[src/rtl/iop_pkg.sv]
// iop_pkg: constants, region codes and carrier types for the I/O page
// register bank and its address decoder.
// assumes a 14-bit processor address space reached as one word per byte.
package iop_pkg;

  localparam int unsigned AXI_AW  = 16;
  localparam int unsigned AXI_DW  = 32;
  localparam int unsigned CPU_AW  = 14;
  localparam int unsigned BYTE_W  = 8;
  localparam int unsigned NPORTS  = 4;
  localparam int unsigned WSTRB_W = AXI_DW / 8;

  // word index = byte address / 4
  localparam int unsigned IDX_LSB = 2;

  // register indices in the I/O page, and the boot ROM range
  localparam logic [CPU_AW-1:0] IDX_PORT_A_PIN_DATA  = 14'h0000;
  localparam logic [CPU_AW-1:0] IDX_PORT_B_PIN_DATA  = 14'h0001;
  localparam logic [CPU_AW-1:0] IDX_PORT_C_PIN_DATA  = 14'h0002;
  localparam logic [CPU_AW-1:0] IDX_PORT_D_PIN_DATA  = 14'h0003;
  localparam logic [CPU_AW-1:0] IDX_PORT_A_DIRECTION = 14'h0004;
  localparam logic [CPU_AW-1:0] IDX_PORT_B_DIRECTION = 14'h0005;
  localparam logic [CPU_AW-1:0] IDX_PORT_C_DIRECTION = 14'h0006;
  localparam logic [CPU_AW-1:0] IDX_PORT_D_DIRECTION = 14'h0007;
  localparam logic [CPU_AW-1:0] IDX_UNUSED_LO        = 14'h0008;
  localparam logic [CPU_AW-1:0] IDX_UNUSED_HI        = 14'h0009;
  localparam logic [CPU_AW-1:0] IDX_PERIPH_LO        = 14'h000a;
  localparam logic [CPU_AW-1:0] IDX_PERIPH_HI        = 14'h001e;
  localparam logic [CPU_AW-1:0] IDX_RESERVED         = 14'h001f;
  localparam logic [CPU_AW-1:0] IDX_PAGE_LAST        = 14'h001f;
  localparam logic [CPU_AW-1:0] IDX_ROM_LO           = 14'h3f00;
  localparam logic [CPU_AW-1:0] IDX_ROM_HI           = 14'h3fef;
  localparam int unsigned       ROM_BYTES            = 239;

  // outside-page control registers; placement is a plain default
  localparam logic [CPU_AW-1:0] IDX_OPTION           = 14'h3ff0;
  localparam logic [CPU_AW-1:0] IDX_MASK_OPT_LO      = 14'h3ff1;
  localparam logic [CPU_AW-1:0] IDX_MASK_OPT_HI      = 14'h3ff2;
  localparam logic [CPU_AW-1:0] IDX_WDOG_ALT_CLEAR   = 14'h3ff3;

  localparam logic [BYTE_W-1:0] DIR_RESET   = 8'h00;
  localparam logic [BYTE_W-1:0] PORT_D_MASK = 8'hbf;
  localparam logic [BYTE_W-1:0] FULL_MASK   = 8'hff;
  localparam logic [BYTE_W-1:0] ZERO_BYTE   = 8'h00;

  localparam logic [1:0] RESP_OKAY = 2'b00;

  typedef enum logic [3:0] {
    IOP_RG_PORT_DATA,
    IOP_RG_PORT_DIR,
    IOP_RG_UNUSED,
    IOP_RG_PERIPH,
    IOP_RG_RESERVED,
    IOP_RG_ROM,
    IOP_RG_OPTION,
    IOP_RG_MASK_OPT,
    IOP_RG_WDOG_ALT,
    IOP_RG_MEMORY
  } iop_region_t;

  // access forwarded to the blocks that own the decoded address
  typedef struct packed {
    iop_region_t             region;
    logic [CPU_AW-1:0]       addr;
    logic                    wr;
    logic                    rd;
    logic [BYTE_W-1:0]       wdata;
  } iop_ext_req_t;

  typedef struct packed {
    logic [NPORTS-1:0][BYTE_W-1:0] data;
  } iop_port_bus_t;

endpackage

[src/rtl/iop_decode.sv]
// iop_decode: maps a processor address onto the I/O page, the boot
// ROM, the outside-page control registers or plain memory.
// assumes a purely combinational use by the register bank.
`timescale 1ns/1ps
`default_nettype none
module iop_decode
  import iop_pkg::*;
(
  input  wire logic [CPU_AW-1:0] addr,
  output iop_region_t            region,
  output logic [1:0]             port_sel
);

  always_comb begin
    port_sel = addr[1:0];
    if (addr <= IDX_PAGE_LAST) begin
      if (addr <= IDX_PORT_D_PIN_DATA) begin
        region = IOP_RG_PORT_DATA;
      end else if (addr <= IDX_PORT_D_DIRECTION) begin
        region = IOP_RG_PORT_DIR;
      end else if (addr <= IDX_UNUSED_HI) begin
        region = IOP_RG_UNUSED;
      end else if (addr <= IDX_PERIPH_HI) begin
        region = IOP_RG_PERIPH;
      end else begin
        region = IOP_RG_RESERVED;
      end
    end else if (addr >= IDX_ROM_LO && addr <= IDX_ROM_HI) begin
      region = IOP_RG_ROM;
    end else if (addr == IDX_OPTION) begin
      region = IOP_RG_OPTION;
    end else if (addr >= IDX_MASK_OPT_LO && addr <= IDX_MASK_OPT_HI) begin
      region = IOP_RG_MASK_OPT;
    end else if (addr == IDX_WDOG_ALT_CLEAR) begin
      region = IOP_RG_WDOG_ALT;
    end else begin
      region = IOP_RG_MEMORY;
    end
  end

endmodule
`default_nettype wire

[src/rtl/iop_lock.sv]
// iop_lock: program memory security lock and the gated external read
// path into program memory.
// assumes the nonvolatile lock cell is reported as a steady level.
`timescale 1ns/1ps
`default_nettype none
module iop_lock
  import iop_pkg::*;
#(
  parameter bit IS_OTP = 1'b0
)(
  input  wire logic              clk,
  input  wire logic              rstn,
  input  wire logic              nv_locked,
  input  wire logic              lock_set,
  input  wire logic              erase_done,
  input  wire logic              xm_req,
  input  wire logic [CPU_AW-1:0] xm_addr,
  input  wire logic [BYTE_W-1:0] pgm_rdata,
  output logic [CPU_AW-1:0]      pgm_addr,
  output logic [BYTE_W-1:0]      xm_rdata,
  output logic                   xm_ack,
  output logic                   locked
);

  logic locked_q;
  logic loaded_q;
  logic [BYTE_W-1:0] xm_rdata_q;
  logic xm_ack_q;

  // comes out of reset locked so nothing leaks before the cell is read
  always_ff @(posedge clk or negedge rstn) begin
    if (!rstn) begin
      loaded_q <= 1'b0;
      locked_q <= 1'b1;
    end else if (!loaded_q) begin
      loaded_q <= 1'b1;
      locked_q <= nv_locked | lock_set;
    end else if (lock_set) begin
      locked_q <= 1'b1;
    end else if (erase_done && !IS_OTP) begin
      locked_q <= 1'b0;
    end
  end

  always_ff @(posedge clk or negedge rstn) begin
    if (!rstn) begin
      xm_rdata_q <= ZERO_BYTE;
      xm_ack_q   <= 1'b0;
    end else begin
      xm_ack_q   <= xm_req;
      xm_rdata_q <= locked_q ? ZERO_BYTE : pgm_rdata;
    end
  end

  // address withheld too, so the memory never sees a locked probe
  assign pgm_addr = (locked_q || !xm_req) ? {CPU_AW{1'b0}} : xm_addr;
  assign xm_rdata = xm_rdata_q;
  assign xm_ack   = xm_ack_q;
  assign locked   = locked_q;

endmodule
`default_nettype wire

[src/rtl/iop_regbank.sv]
// iop_regbank: AXI4-Lite slave holding the parallel port data and
// direction registers, forwarding peripheral, ROM, control and memory accesses outward.
// assumes peripherals, ROM and memory answer reads in the same cycle.
`timescale 1ns/1ps
`default_nettype none
module iop_regbank
  import iop_pkg::*;
#(
  parameter bit HAS_PORT_D_DIR = 1'b1,
  parameter bit IS_OTP         = 1'b0
)(
  input  wire logic               CLK_SYS,
  input  wire logic               RSTN,
  input  wire logic [AXI_AW-1:0]  S_AXI_AWADDR,
  input  wire logic [2:0]         S_AXI_AWPROT,
  input  wire logic               S_AXI_AWVALID,
  output logic                    S_AXI_AWREADY,
  input  wire logic [AXI_DW-1:0]  S_AXI_WDATA,
  input  wire logic [WSTRB_W-1:0] S_AXI_WSTRB,
  input  wire logic               S_AXI_WVALID,
  output logic                    S_AXI_WREADY,
  output logic [1:0]              S_AXI_BRESP,
  output logic                    S_AXI_BVALID,
  input  wire logic               S_AXI_BREADY,
  input  wire logic [AXI_AW-1:0]  S_AXI_ARADDR,
  input  wire logic [2:0]         S_AXI_ARPROT,
  input  wire logic               S_AXI_ARVALID,
  output logic                    S_AXI_ARREADY,
  output logic [AXI_DW-1:0]       S_AXI_RDATA,
  output logic [1:0]              S_AXI_RRESP,
  output logic                    S_AXI_RVALID,
  input  wire logic               S_AXI_RREADY,
  input  wire iop_port_bus_t      PORT_PIN_IN,
  output iop_port_bus_t           PORT_PIN_OUT,
  output iop_port_bus_t           PORT_PIN_OE,
  output iop_ext_req_t            EXT_REQ,
  input  wire logic [BYTE_W-1:0]  EXT_RDATA,
  input  wire logic               NV_LOCKED,
  input  wire logic               LOCK_SET,
  input  wire logic               ERASE_DONE,
  input  wire logic               XM_REQ,
  input  wire logic [CPU_AW-1:0]  XM_ADDR,
  input  wire logic [BYTE_W-1:0]  PGM_RDATA,
  output logic [CPU_AW-1:0]       PGM_ADDR,
  output logic [BYTE_W-1:0]       XM_RDATA,
  output logic                    XM_ACK,
  output logic                    LOCKED
);

  // write channel holding registers; address and data may arrive apart
  logic                aw_have_q;
  logic                w_have_q;
  logic [CPU_AW-1:0]   aw_idx_q;
  logic [BYTE_W-1:0]   w_byte_q;
  logic                w_lane_q;
  logic                bvalid_q;
  logic                rvalid_q;
  logic [BYTE_W-1:0]   rdata_q;
  logic                wr_go;
  logic                rd_go;
  logic [CPU_AW-1:0]   ar_idx;
  logic [CPU_AW-1:0]   dec_addr;
  iop_region_t         dec_region;
  logic [1:0]          dec_port;
  logic [BYTE_W-1:0]   rd_byte;

  logic [NPORTS-1:0][BYTE_W-1:0] data_q;
  logic [NPORTS-1:0][BYTE_W-1:0] dir_q;
  logic [NPORTS-1:0][BYTE_W-1:0] pin_view;
  logic [NPORTS-1:0][BYTE_W-1:0] bit_mask;
  logic [NPORTS-1:0]             dir_impl;

  assign ar_idx = S_AXI_ARADDR[IDX_LSB +: CPU_AW];

  assign S_AXI_AWREADY = !aw_have_q && !bvalid_q;
  assign S_AXI_WREADY  = !w_have_q && !bvalid_q;
  assign S_AXI_ARREADY = !rvalid_q;
  assign S_AXI_BVALID  = bvalid_q;
  assign S_AXI_BRESP   = RESP_OKAY;
  assign S_AXI_RVALID  = rvalid_q;
  assign S_AXI_RRESP   = RESP_OKAY;
  assign S_AXI_RDATA   = {{(AXI_DW-BYTE_W){1'b0}}, rdata_q};

  // a write commits once both halves are held; reads get priority
  // over the shared decoder, so a write waits one cycle behind a read
  assign rd_go = S_AXI_ARVALID && S_AXI_ARREADY;
  assign wr_go = aw_have_q && w_have_q && !rd_go;

  assign dec_addr = rd_go ? ar_idx : aw_idx_q;

  iop_decode u_decode (
    .addr     (dec_addr),
    .region   (dec_region),
    .port_sel (dec_port)
  );

  always_ff @(posedge CLK_SYS or negedge RSTN) begin
    if (!RSTN) begin
      aw_have_q <= 1'b0;
      aw_idx_q  <= {CPU_AW{1'b0}};
    end else if (S_AXI_AWVALID && S_AXI_AWREADY) begin
      aw_have_q <= 1'b1;
      aw_idx_q  <= S_AXI_AWADDR[IDX_LSB +: CPU_AW];
    end else if (wr_go) begin
      aw_have_q <= 1'b0;
    end
  end

  // only byte lane 0 carries register data; other lanes are ignored
  always_ff @(posedge CLK_SYS or negedge RSTN) begin
    if (!RSTN) begin
      w_have_q <= 1'b0;
      w_byte_q <= ZERO_BYTE;
      w_lane_q <= 1'b0;
    end else if (S_AXI_WVALID && S_AXI_WREADY) begin
      w_have_q <= 1'b1;
      w_byte_q <= S_AXI_WDATA[BYTE_W-1:0];
      w_lane_q <= S_AXI_WSTRB[0];
    end else if (wr_go) begin
      w_have_q <= 1'b0;
    end
  end

  always_ff @(posedge CLK_SYS or negedge RSTN) begin
    if (!RSTN) begin
      bvalid_q <= 1'b0;
    end else if (wr_go) begin
      bvalid_q <= 1'b1;
    end else if (S_AXI_BREADY) begin
      bvalid_q <= 1'b0;
    end
  end

  always_ff @(posedge CLK_SYS or negedge RSTN) begin
    if (!RSTN) begin
      rvalid_q <= 1'b0;
      rdata_q  <= ZERO_BYTE;
    end else if (rd_go) begin
      rvalid_q <= 1'b1;
      rdata_q  <= rd_byte;
    end else if (S_AXI_RREADY) begin
      rvalid_q <= 1'b0;
    end
  end

  genvar p;
  generate
    for (p = 0; p < NPORTS; p++) begin : g_port
      localparam bit IS_D = (p == NPORTS - 1);

      assign bit_mask[p] = IS_D ? PORT_D_MASK : FULL_MASK;
      assign dir_impl[p] = IS_D ? HAS_PORT_D_DIR : 1'b1;

      // no reset: the latch keeps what software left there
      always_ff @(posedge CLK_SYS) begin
        if (wr_go && w_lane_q && dec_region == IOP_RG_PORT_DATA &&
            dec_port == 2'(p)) begin
          data_q[p] <= w_byte_q & bit_mask[p];
        end
      end

      always_ff @(posedge CLK_SYS or negedge RSTN) begin
        if (!RSTN) begin
          dir_q[p] <= DIR_RESET;
        end else if (wr_go && w_lane_q && dir_impl[p] &&
                     dec_region == IOP_RG_PORT_DIR &&
                     dec_port == 2'(p)) begin
          dir_q[p] <= w_byte_q & bit_mask[p];
        end
      end

      // outputs read back the latch, inputs read the pin
      assign pin_view[p] = ((dir_q[p] & data_q[p]) |
                            (~dir_q[p] & PORT_PIN_IN.data[p])) &
                           bit_mask[p];
      assign PORT_PIN_OUT.data[p] = data_q[p] & bit_mask[p];
      assign PORT_PIN_OE.data[p]  = dir_q[p];
    end
  endgenerate

  // readback mux; holes in the page and absent bits return zero
  always_comb begin
    unique case (dec_region)
      IOP_RG_PORT_DATA: rd_byte = pin_view[dec_port];
      IOP_RG_PORT_DIR:  rd_byte = dir_q[dec_port];
      IOP_RG_UNUSED:    rd_byte = ZERO_BYTE;
      IOP_RG_RESERVED:  rd_byte = ZERO_BYTE;
      IOP_RG_PERIPH:    rd_byte = EXT_RDATA;
      IOP_RG_ROM:       rd_byte = EXT_RDATA;
      IOP_RG_OPTION:    rd_byte = EXT_RDATA;
      IOP_RG_MASK_OPT:  rd_byte = EXT_RDATA;
      IOP_RG_WDOG_ALT:  rd_byte = EXT_RDATA;
      IOP_RG_MEMORY:    rd_byte = EXT_RDATA;
      default:          rd_byte = ZERO_BYTE;
    endcase
  end

  // forwarded strobes; the ROM is never written from the bus
  always_comb begin
    EXT_REQ.region = dec_region;
    EXT_REQ.addr   = dec_addr;
    EXT_REQ.wdata  = w_byte_q;
    EXT_REQ.rd     = rd_go && (dec_region inside {IOP_RG_PERIPH,
                     IOP_RG_ROM, IOP_RG_OPTION, IOP_RG_MASK_OPT,
                     IOP_RG_WDOG_ALT, IOP_RG_MEMORY});
    EXT_REQ.wr     = wr_go && w_lane_q && (dec_region inside {IOP_RG_PERIPH,
                     IOP_RG_OPTION, IOP_RG_MASK_OPT,
                     IOP_RG_WDOG_ALT, IOP_RG_MEMORY});
  end

  iop_lock #(
    .IS_OTP (IS_OTP)
  ) u_lock (
    .clk        (CLK_SYS),
    .rstn       (RSTN),
    .nv_locked  (NV_LOCKED),
    .lock_set   (LOCK_SET),
    .erase_done (ERASE_DONE),
    .xm_req     (XM_REQ),
    .xm_addr    (XM_ADDR),
    .pgm_rdata  (PGM_RDATA),
    .pgm_addr   (PGM_ADDR),
    .xm_rdata   (XM_RDATA),
    .xm_ack     (XM_ACK),
    .locked     (LOCKED)
  );

endmodule
`default_nettype wire

[config.mk]
export PLATFORM = sky130hd
export DESIGN_NAME = iop_regbank
export DESIGN_NICKNAME = d
export VERILOG_FILES = /design/src/rtl/iop_pkg.sv /design/src/rtl/iop_decode.sv /design/src/rtl/iop_lock.sv /design/src/rtl/iop_regbank.sv
export SDC_FILE = /design/constraint.sdc
export NUM_CORES = 1
export LEC_CHECK = 0
export BUFFER_PORTS_ARGS = -buffer_cell sky130_fd_sc_hd__buf_2
export CAP_MARGIN = 20
export CORE_AREA = 2 2 120 122
export CTS_BUF_LIST = sky130_fd_sc_hd__clkbuf_2 sky130_fd_sc_hd__clkbuf_4 sky130_fd_sc_hd__clkbuf_8
export DETAILED_ROUTE_END_ITERATION = 8
export DIE_AREA = 0 0 122 124
export GPL_ROUTABILITY_DRIVEN = 0
export MAX_ROUTING_LAYER = met4
export PLACE_DENSITY_LB_ADDON = 0.05
export SYNTH_ARGS = -nofsm -noshare
export SYNTH_HDL_FRONTEND = slang
export SYNTH_SLANG_ARGS = --single-unit
[constraint.sdc]
create_clock -name CLK_SYS -period 2.84 [get_ports CLK_SYS]
set_input_delay 0 -clock CLK_SYS [delete_from_list [all_inputs] [get_ports CLK_SYS]]
set_output_delay 0 -clock CLK_SYS [all_outputs]
set_load 0.01 [all_outputs]
==> results.sh, run 1 <==
export IMPL_cts_tree="built"
export IMPL_p_leak_uw=0.003788
export IMPL_viasPerCell=5.019
export IMPL_grt_max_degree=78
export IMPL_outcome="finished clean"
export IMPL_nets=909
export IMPL_slew_limit_headroom_pct=33.24
export IMPL_rsz0062_at_grt="false"
export IMPL_worst_setup_path_type="reg2out"
export IMPL_avgSynthCellArea_um2=12.06
export IMPL_cp_max_fo=19
export IMPL_drive_gt1_share_pct=44.46
export IMPL_grt_overflow=0
export IMPL_slew_violations=0
export IMPL_core_area_um2=13720
export IMPL_layout_common_cells="buf_2, dfrtp_1, mux2i_1, mux2_2, dlygate4sd3_1"
export IMPL_final_common_cell="buf_2"
export IMPL_cap_violations=0
export IMPL_grt_total_usage_pct=23.52
export IMPL_finalHoldViolCount=0
export IMPL_yosysSeqAreaShare_pct=50.74
export IMPL_initial_core_util_pct=41.07
export IMPL_syn_inst=467
export IMPL_nFillCells=1201
export IMPL_core_rowCount=43
export IMPL_power_density_nw_per_um2=638.4
export IMPL_synth_top_area_share_pct=33.76
export IMPL_synth_edf_count=31
export IMPL_fin_crit_sh_pct=93.12
export IMPL_drc=0
export IMPL_grt_first_pass_wirelength_um=25980
export IMPL_vdd_drop_max_mv=0.3259
export IMPL_io_buffers=235
export IMPL_cp_data_required_time_ns=2.84
export IMPL_synth_cell_types=61
export IMPL_die_area_um2=15130
export IMPL_htree_levels=3
export IMPL_worstSetupEndpointType="output port"
export IMPL_finClkSkew_ns=0.009909
export IMPL_ys_ff_latch=108
export IMPL_clkSinkCount=108
export IMPL_dr_total_vias=4758
export IMPL_drt_pass1_iterations=4
export IMPL_clock_root_buffer="clkbuf_8"
export IMPL_async_flop_share_pct=71.30
export IMPL_synth_top_area_cell="dfrtp_1"
export IMPL_synth_area_um2=5634
export IMPL_dp_final_hpwl_um=12400
export IMPL_area_growth_pct=35.80
export IMPL_clk_latency_ns=0.37
export IMPL_multi_input_area_um2=2509
export IMPL_numCtsBuffers=9
export IMPL_die_h_um=124
export IMPL_start_kind="register"
export IMPL_ant_nets=0
export IMPL_setup_viol=0
export IMPL_synthFlopType="dfrtp_1"
export IMPL_antenna_found_initial=1
export IMPL_drt_initial_drc_count=274
export IMPL_clockBufferDepth=2
export IMPL_critical_path_arrival_ns=2.64
export IMPL_yosysWarningCount=0
export IMPL_finalCriticalPeriod_ns=2.645
export IMPL_avgRoutedWirePerCell_um=18.02
export IMPL_power_uw=4884
export IMPL_grt_pass1_vias=4793
export IMPL_ioPinCount=304
export IMPL_tns_ns=0
export IMPL_cts_reportedPaths_clkPinSlew_ns=0.10
export IMPL_hp_class="in2async"
export IMPL_ff_latch_area_um2=2859
export IMPL_die_w_um=122
export IMPL_yosys_top_cells_area="dfrtp_1, edfxtp_1, mux2_2, mux2i_1, buf_4"
export IMPL_worst_slew_pin_slew_ns=0.9930
export IMPL_drt_total_wl_um=17090
export IMPL_max_freq_ghz=0.3781
-- state kept, by name, summed over array words and instances, names as in the netlist --
register,count
u_lock.loaded_q,1
aw_idx_q,14
PORT_PIN_OE,31
rdata_q,8
S_AXI_BVALID,1
u_lock.locked,1
u_lock.xm_rdata,8
u_lock.xm_ack,1
S_AXI_RVALID,1
w_have_q,1
aw_have_q,1
w_byte_q,8
w_lane_q,1
PORT_PIN_OUT,31
-- critical path, stage by stage, from the launching register on --
cell,delay [ns]
dfrtp_1,0.46
nand2b_2,0.31
buf_4,0.26
a2111oi_0,0.39
a31oi_1,0.14
a211o_1,0.32
a21oi_1,0.18
nor2_1,0.07
buf_2,0.14
-- synth_stat cells (8+ instances only) --
| library cell | instances |
|---|---|
| inv_1 | 9 |
| nor2b_1 | 10 |
| nor2_1 | 15 |
| mux2_1 | 13 |
| edfxtp_1 | 31 |
| and2_1 | 16 |
| mux2_2 | 49 |
| buf_4 | 31 |
| nand2_1 | 41 |
| o22ai_1 | 8 |
| mux2i_1 | 53 |
| dfrtp_1 | 76 |
| nor4_1 | 10 |
-- stage by stage --
step	hold WS [ns]	cells	utilization (%)	worst slack, ns	area [um2]
2_1_floorplan	-0.2956	496	-	0.1861	5743
3_3_place_gp	0.1203	884	50.80	0.3349	6969
3_5_place_dp	0.1233	884	50.80	0.2439	6969
4_1_cts	0.2517	946	55.51	0.1083	7616
5_1_grt	0.01817	948	55.77	0.03188	7651
6_report	0.02746	948	55.77	0.1954	7651
-- cell families after synthesis --
| family | share of synthesized area, % |
|---|---|
| AO/OA/AOI/OAI | 7.084 |
| other | 0.1333 |
| flip-flops | 50.74 |
| buffers and inverters | 6.928 |
| AND/OR/NAND/NOR | 12.35 |
| multiplexers | 22.45 |
| XOR/XNOR | 0.3110 |
-- routing by layer --
metal  wire length (um)  track usage (%)
met3               1054            4.121
met1               7345            30.67
met5                  0                -
met4                280            6.968
met2               8406            37.85
-- where the power goes --
group          internal [uW]  switching (uW)  total (uW)
registers               1890             358        2250
clock network            410             515         925
logic                    822             887        1710
total                   3120            1760        4880
-- layout make-up --
class	count	area share, %
diodes	1	0.03271
clock buffers	10	1.717
clock inverters	6	0.7195
inverters	10	0.4906
multi-input cells	329	32.79
flip-flops and latches	108	37.37
well taps	180	2.944
repair buffers	304	23.94
-- final timing paths --
path,cells past startpoint,start,endpoint,slack [ns]
min reg2reg,2,rdata_q[6]$_DFFE_PN0N_,rdata_q[6]$_DFFE_PN0N_,0.48
max reg2reg,6,S_AXI_RVALID$_DFFE_PN0P_,PORT_PIN_OE[7]$_DFFE_PN0P_,0.25
min in group CLK_SYS,6,PORT_PIN_IN[15],rdata_q[7]$_DFFE_PN0N_,0.27
max in group asynchronous,3,RSTN,u_lock.locked$_DFFE_PN1P_,2.20
min,2,RSTN,PORT_PIN_OE[19]$_DFFE_PN0P_,0.03
max,8,S_AXI_RVALID$_DFFE_PN0P_,EXT_REQ[9],0.20
-- repair_timing --
item	4_1_cts	5_1_grt
hold buffers	46	0
gates resized for setup	0	1
endpoints found under the setup margin	0	2
buffers inserted	0	0
hold endpoints to repair	119	0
No activity file was read; power rests on OpenSTA's default activity.
==> run 2: changes to the inputs <==
--- a/config.mk
+++ b/config.mk
@@ -7,13 +7,14 @@
 export LEC_CHECK = 0
 export BUFFER_PORTS_ARGS = -buffer_cell sky130_fd_sc_hd__buf_2
 export CAP_MARGIN = 20
-export CORE_AREA = 2 2 120 122
+export CORE_AREA = 2 2 119 121
 export CTS_BUF_LIST = sky130_fd_sc_hd__clkbuf_2 sky130_fd_sc_hd__clkbuf_4 sky130_fd_sc_hd__clkbuf_8
 export DETAILED_ROUTE_END_ITERATION = 8
-export DIE_AREA = 0 0 122 124
+export DIE_AREA = 0 0 121 123
 export GPL_ROUTABILITY_DRIVEN = 0
 export MAX_ROUTING_LAYER = met4
 export PLACE_DENSITY_LB_ADDON = 0.05
 export SYNTH_ARGS = -nofsm -noshare
 export SYNTH_HDL_FRONTEND = slang
+export SYNTH_HIERARCHICAL = 1
 export SYNTH_SLANG_ARGS = --single-unit
==> results.sh, run 2 <==
export IMPL_critical_path_slowest_cell="dfrtp_1"
export IMPL_hp_class="in2async"
export IMPL_cts_reportedPaths_clkPinSlew_ns=0.11
export IMPL_clock_root_buffer="clkbuf_8"
export IMPL_finClkSkew_ns=0.01704
export IMPL_io_buffers=235
export IMPL_drt_initial_drc_count=175
export IMPL_synth_cell_types=50
export IMPL_design_area_um2=8538
export IMPL_cap_violations=0
export IMPL_top_usage_layer="met2"
export IMPL_met1_usage_pct=28.79
export IMPL_initial_core_util_pct=39.72
export IMPL_synth_area_um2=5406
export IMPL_drc=0
export IMPL_fin_ws_ns=-0.1777
export IMPL_async_flop_share_pct=71.30
export IMPL_layout_common_cells="buf_2, dfrtp_1, buf_4, dlygate4sd3_1, mux2i_1"
export IMPL_startpoint="S_AXI_RVALID$_DFFE_PN0P_"
export IMPL_grt_pass1_vias=4659
export IMPL_worst_setup_path_type="reg2reg"
export IMPL_drt_pass1_iterations=4
export IMPL_area_growth_pct=57.93
export IMPL_crit_family="simple AND/OR/NAND/NOR gates"
export IMPL_worst_slew_pin_slew_ns=0.6774
export IMPL_avgRoutedWirePerCell_um=17.43
export IMPL_outcome="finished, violations left"
export IMPL_use_met2_pct=37.18
export IMPL_synth_top_area_cell="dfrtp_1"
export IMPL_finalHoldViolCount=0
export IMPL_max_freq_ghz=0.3314
export IMPL_ioPinCount=304
export IMPL_nFillCells=1129
export IMPL_clkSinkCount=108
export IMPL_final_common_cell="buf_2"
export IMPL_r2r_end="PORT_PIN_OUT[3]$_DFFE_PP_"
export IMPL_vdd_drop_max_mv=0.3675
export IMPL_slew_violations=0
export IMPL_ant_nets=0
export IMPL_critical_path_arrival_ns=3.12
export IMPL_synth_top_area_share_pct=35.18
export IMPL_grt_overflow=0
export IMPL_yosys_top_cells_area="dfrtp_1, edfxtp_1, mux2_2, mux2i_1, mux4_2"
export IMPL_placed_area_um2=7358
export IMPL_drt_total_wl_um=16520
export IMPL_hold_ws_ns=0.1152
export IMPL_synth_commonest_cells="dfrtp_1, mux2_2, nand2_1, buf_4, mux2i_1"
export IMPL_finalCriticalPeriod_ns=3.018
export IMPL_critPathBufInv=4
export IMPL_start_kind="register"
export IMPL_die_area_um2=14880
export IMPL_htree_levels=3
export IMPL_rsz0062_at_grt="true"
export IMPL_critical_path_cell_chain="nand2b_4 > buf_6 > nand2_2 > nand2_4 > nand4_1 > buf_4 > nor4b_4 > a2bb2oi_4 > nor4_4 > buf_4 > nand2b_4 > nor3_4 > buf_12"
export IMPL_drive_gt1_share_pct=63.02
export IMPL_yosysWarningCount=6
export IMPL_cts_tree="built"
export IMPL_reg2reg_depth=13
export IMPL_slew_limit_headroom_pct=54.84
export IMPL_synth_most_common_cell="dfrtp_1"
export IMPL_die_h_um=123
export IMPL_viasPerCell=4.813
export IMPL_cp_max_fo=8
export IMPL_grt_max_degree=78
export IMPL_cp_data_required_time_ns=2.94
export IMPL_p_leak_uw=0.004122
export IMPL_setup_viol=71
export IMPL_fin_cells=948
export IMPL_dp_cells=869
export IMPL_clockBufferDepth=2
export IMPL_violations="negative setup slack"
export IMPL_slowest_delay_ns=0.43
export IMPL_synthFlopType="dfrtp_1"
export IMPL_r2r_slack_ns=-0.18
export IMPL_ys_ff_latch=108
export IMPL_grt_first_pass_wirelength_um=24850
export IMPL_numCtsBuffers=9
export IMPL_rr_startpoint="S_AXI_RVALID$_DFFE_PN0P_"
export IMPL_core_rowCount=43
export IMPL_grt_total_usage_pct=22.75
export IMPL_antennaDiodeCount=0
export IMPL_power_density_nw_per_um2=635.5
export IMPL_clk_latency_ns=0.38
export IMPL_core_area_um2=13610
export IMPL_die_w_um=121
export IMPL_avgSynthCellArea_um2=13.15
export IMPL_syn_inst=411
export IMPL_fin_crit_sh_pct=106.3
export IMPL_dp_final_hpwl_um=11760
export IMPL_nets=910
export IMPL_worstSetupEndpointType="register"
export IMPL_antenna_found_initial=0
export IMPL_dr_total_vias=4563
export IMPL_synth_edf_count=31
export IMPL_grt_use_met3_pct=5.258
export IMPL_yosysSeqAreaShare_pct=52.88
[run 2: how the worst max path moves through the flow]
stage               cells after the start                    endpoint  slack, ns
finish                                 13   PORT_PIN_OUT[3]$_DFFE_PP_      -0.18
CTS                                    14   PORT_PIN_OUT[3]$_DFFE_PP_      -0.13
global route                           15      rdata_q[7]$_DFFE_PN0N_      -0.35
global placement                       12  PORT_PIN_OE[3]$_DFFE_PN0P_      -0.18
floorplan                              13  PORT_PIN_OE[0]$_DFFE_PN0P_      -0.53
detailed placement                     12  PORT_PIN_OE[4]$_DFFE_PN0P_      -0.22
[run 2: cell type report]
cell class | instances | area (um2) | area share [%]
multi-input cells | 281 | 2818 | 33.00
clock buffers | 10 | 131.4 | 1.539
inverters | 5 | 18.77 | 0.2198
clock inverters | 6 | 93.84 | 1.099
flip-flops and latches | 108 | 2859 | 33.48
repair buffers | 358 | 2392 | 28.02
well taps | 180 | 225.2 | 2.638
[run 2: report_power, final]
group          total (uW)  switching (uW)  internal [uW]  leakage [uW]
Combinational        2090            1010           1090       0.00274
Sequential           2260             345           1920       0.00127
Clock                1070             552            517      0.000116
[run 2: cells by family after synthesis]
kind of cell / synth area share [%]
and+or+nand+nor: 12.61
muxes: 23.21
AOI/OAI and AO/OA: 4.860
other: 0.1389
DFF: 52.88
xor gates and xnor gates: 0.1620
buffers and inverters: 6.133
[run 2: what timing repair did]
item                                    CTS  global route
buffers inserted                         10             9
gates cloned                              1             0
endpoints found under the hold margin   119             0
resized for setup                        47            54
endpoints found under the setup margin   69            72
hold buffers                             45             0
pin swaps                                 9            23
[run 2: metal layers]
layer	share of wire, %	vias to the layer above
met2	49	185
li1	-	2137
met5	0	-
met4	1.5	0
met1	43	2225
met3	5.8	16
[run 2: stage by stage]
stage                     worst slack (ns)  TNS [ns]  util, %  total power [uW]
after global routing               -0.3488    -18.15    62.73              5728
after detailed placement           -0.2209    -7.403    54.06              4117
after CTS                          -0.1349    -5.615    60.74              5352
after floorplan                    -0.5261    -20.73        -              3339
after global placement             -0.1842    -6.873    54.06              4087
final                              -0.1777    -8.460    62.73              5426
==> run 3: changes to the inputs <==
--- a/config.mk
+++ b/config.mk
@@ -7,13 +7,14 @@
 export LEC_CHECK = 0
 export BUFFER_PORTS_ARGS = -buffer_cell sky130_fd_sc_hd__buf_2
 export CAP_MARGIN = 20
-export CORE_AREA = 2 2 119 121
+export CORE_AREA = 2 2 116 118
 export CTS_BUF_LIST = sky130_fd_sc_hd__clkbuf_2 sky130_fd_sc_hd__clkbuf_4 sky130_fd_sc_hd__clkbuf_8
 export DETAILED_ROUTE_END_ITERATION = 8
-export DIE_AREA = 0 0 121 123
+export DIE_AREA = 0 0 118 120
 export GPL_ROUTABILITY_DRIVEN = 0
 export MAX_ROUTING_LAYER = met4
 export PLACE_DENSITY_LB_ADDON = 0.05
+export RECOVER_POWER = 100
 export SYNTH_ARGS = -nofsm -noshare
 export SYNTH_HDL_FRONTEND = slang
 export SYNTH_HIERARCHICAL = 1
==> results.sh, run 3 (same netlist as run 2, synthesis figures left out) <==
export IMPL_dp_cells=859
export IMPL_hold_end="S_AXI_RVALID$_DFFE_PN0P_"
export IMPL_cp_data_required_time_ns=3.12
export IMPL_drt_pass1_iterations=5
export IMPL_dr_total_vias=4639
export IMPL_critical_path_arrival_ns=3.22
export IMPL_fin_ws_ns=-0.1047
export IMPL_finalHoldViolCount=0
export IMPL_worst_slew_pin_slew_ns=1.484
export IMPL_area_growth_pct=52.74
export IMPL_core_rowCount=42
export IMPL_clock_root_buffer="clkbuf_8"
export IMPL_power_uw=5258
export IMPL_max_freq_ghz=0.3396
export IMPL_grt_total_usage_pct=24.08
export IMPL_initial_core_util_pct=41.65
export IMPL_fin_cells=936
export IMPL_slew_violations=0
export IMPL_nets=902
export IMPL_clkSinkCount=108
export IMPL_drive_gt1_share_pct=57.89
export IMPL_viasPerCell=4.956
export IMPL_post_place_ws_ns=-0.1887
export IMPL_antenna_found_initial=0
export IMPL_ioPinCount=304
export IMPL_cts_tree="built"
export IMPL_dp_final_hpwl_um=11830
export IMPL_worstSetupEndpointType="register"
export IMPL_avgRoutedWirePerCell_um=17.68
export IMPL_worst_setup_path_type="reg2reg"
export IMPL_die_w_um=118
export IMPL_grt_first_pass_wirelength_um=25250
export IMPL_power_density_nw_per_um2=636.7
export IMPL_violations="negative setup slack"
export IMPL_setup_viol=67
export IMPL_hold_ws_ns=0.09560
export IMPL_grt_overflow=0
export IMPL_cts_reportedPaths_clkPinSlew_ns=0.10
export IMPL_antennaDiodeCount=0
export IMPL_numCtsBuffers=9
export IMPL_fin_crit_sh_pct=103.7
export IMPL_io_buffers=235
export IMPL_slew_limit_headroom_pct=1.046
export IMPL_fin_util_pct=63.62
export IMPL_reg2reg_depth=12
export IMPL_whs_path_depth=3
export IMPL_cp_max_fo=8
export IMPL_grt_max_degree=78
export IMPL_nFillCells=1071
export IMPL_hold_start="S_AXI_ARVALID"
export IMPL_htree_levels=3
export IMPL_hp_class="in2reg"
export IMPL_ant_nets=0
export IMPL_cap_violations=0
export IMPL_grt_pass1_vias=4625
export IMPL_p_leak_uw=0.003910
export IMPL_finalCriticalPeriod_ns=2.945
export IMPL_outcome="finished, violations left"
export IMPL_r2r_slack_ns=-0.10
export IMPL_r2r_end="PORT_PIN_OE[21]$_DFFE_PN0P_"
export IMPL_die_area_um2=14160
export IMPL_final_common_cell="buf_2"
export IMPL_die_h_um=120
export IMPL_drt_total_wl_um=16550
export IMPL_layout_common_cells="buf_2, dfrtp_1, buf_4, dlygate4sd3_1, mux2i_1"
export IMPL_drc=0
export IMPL_drt_initial_drc_count=317
export IMPL_start_kind="register"
export IMPL_rr_startpoint="S_AXI_RVALID$_DFFE_PN0P_"
export IMPL_vdd_drop_max_mv=0.4470
export IMPL_clockBufferDepth=2
export IMPL_clk_latency_ns=0.39
export IMPL_rsz0062_at_grt="true"
export IMPL_core_area_um2=12980
export IMPL_finClkSkew_ns=0.01332
run 3: metrics by stage:
step / area, um2 / setup TNS, ns
finish: 8258 / -3.987
global route: 8258 / -13.58
CTS: 8165 / -2.103
detailed placement: 7293 / -6.101
global placement: 7293 / -6.113
floorplan: 5767 / -20.73
run 3: worst max-delay path: stages, from the launching register on:
cell and delay, ns:
dfrtp_1 0.42, nor2b_1 0.11, buf_4 0.16, buf_6 0.13, nand2_2 0.06, nand2_2 0.08
nand4_1 0.18, a21oi_2 0.22, o32ai_2 0.12, or4b_4 0.65, nor3_4 0.24, buf_12 0.17
mux2_4 0.29
run 3: layout make-up:
type | count | area, um2 | area share [%]
multi-input combinational | 282 | 2708 | 32.79
tap | 176 | 220.2 | 2.667
timing repair buffer | 349 | 2246 | 27.20
clock buffer | 9 | 123.9 | 1.500
sequential | 108 | 2859 | 34.62
clock inverter | 7 | 82.58 | 1.000
inverter | 5 | 18.77 | 0.2273
run 3: how the worst max path moves through the flow:
stage,startpoint,slack (ns),cells after the start,to
after global routing,S_AXI_RVALID$_DFFE_PN0P_,-0.24,14,EXT_REQ[8]
after detailed placement,S_AXI_RVALID$_DFFE_PN0P_,-0.19,13,PORT_PIN_OE[2]$_DFFE_PN0P_
final,S_AXI_RVALID$_DFFE_PN0P_,-0.10,12,PORT_PIN_OE[21]$_DFFE_PN0P_
after floorplan,S_AXI_RVALID$_DFFE_PN0P_,-0.53,13,PORT_PIN_OE[0]$_DFFE_PN0P_
after global placement,S_AXI_RVALID$_DFFE_PN0P_,-0.14,14,PORT_PIN_OE[5]$_DFFE_PN0P_
after CTS,S_AXI_RVALID$_DFFE_PN0P_,-0.11,13,PORT_PIN_OE[17]$_DFFE_PN0P_
run 3: what timing repair did:
item	CTS	global route
hold buffers	45	0
setup buffers	11	6
resized for setup	30	34
pin swaps	14	20
setup endpoints to repair	71	72
hold endpoints to repair	119	0
gates cloned	1	0
run 3: layer usage:
metal / track usage (%) / vias up / wire, um
li1: - / 2126 / -
met1: 31.35 / 2267 / 7039
met2: 39.03 / 231 / 8255
met3: 5.513 / 15 / 1096
met4: 4.970 / 0 / 160
met5: - / - / 0
run 3: power by group:
| part | internal [uW] | total [uW] | switching [uW] |
|---|---|---|---|
| Clock | 423 | 988 | 565 |
| Sequential | 1920 | 2250 | 336 |
| Combinational | 1030 | 2020 | 981 |
| Total | 3380 | 5260 | 1880 |
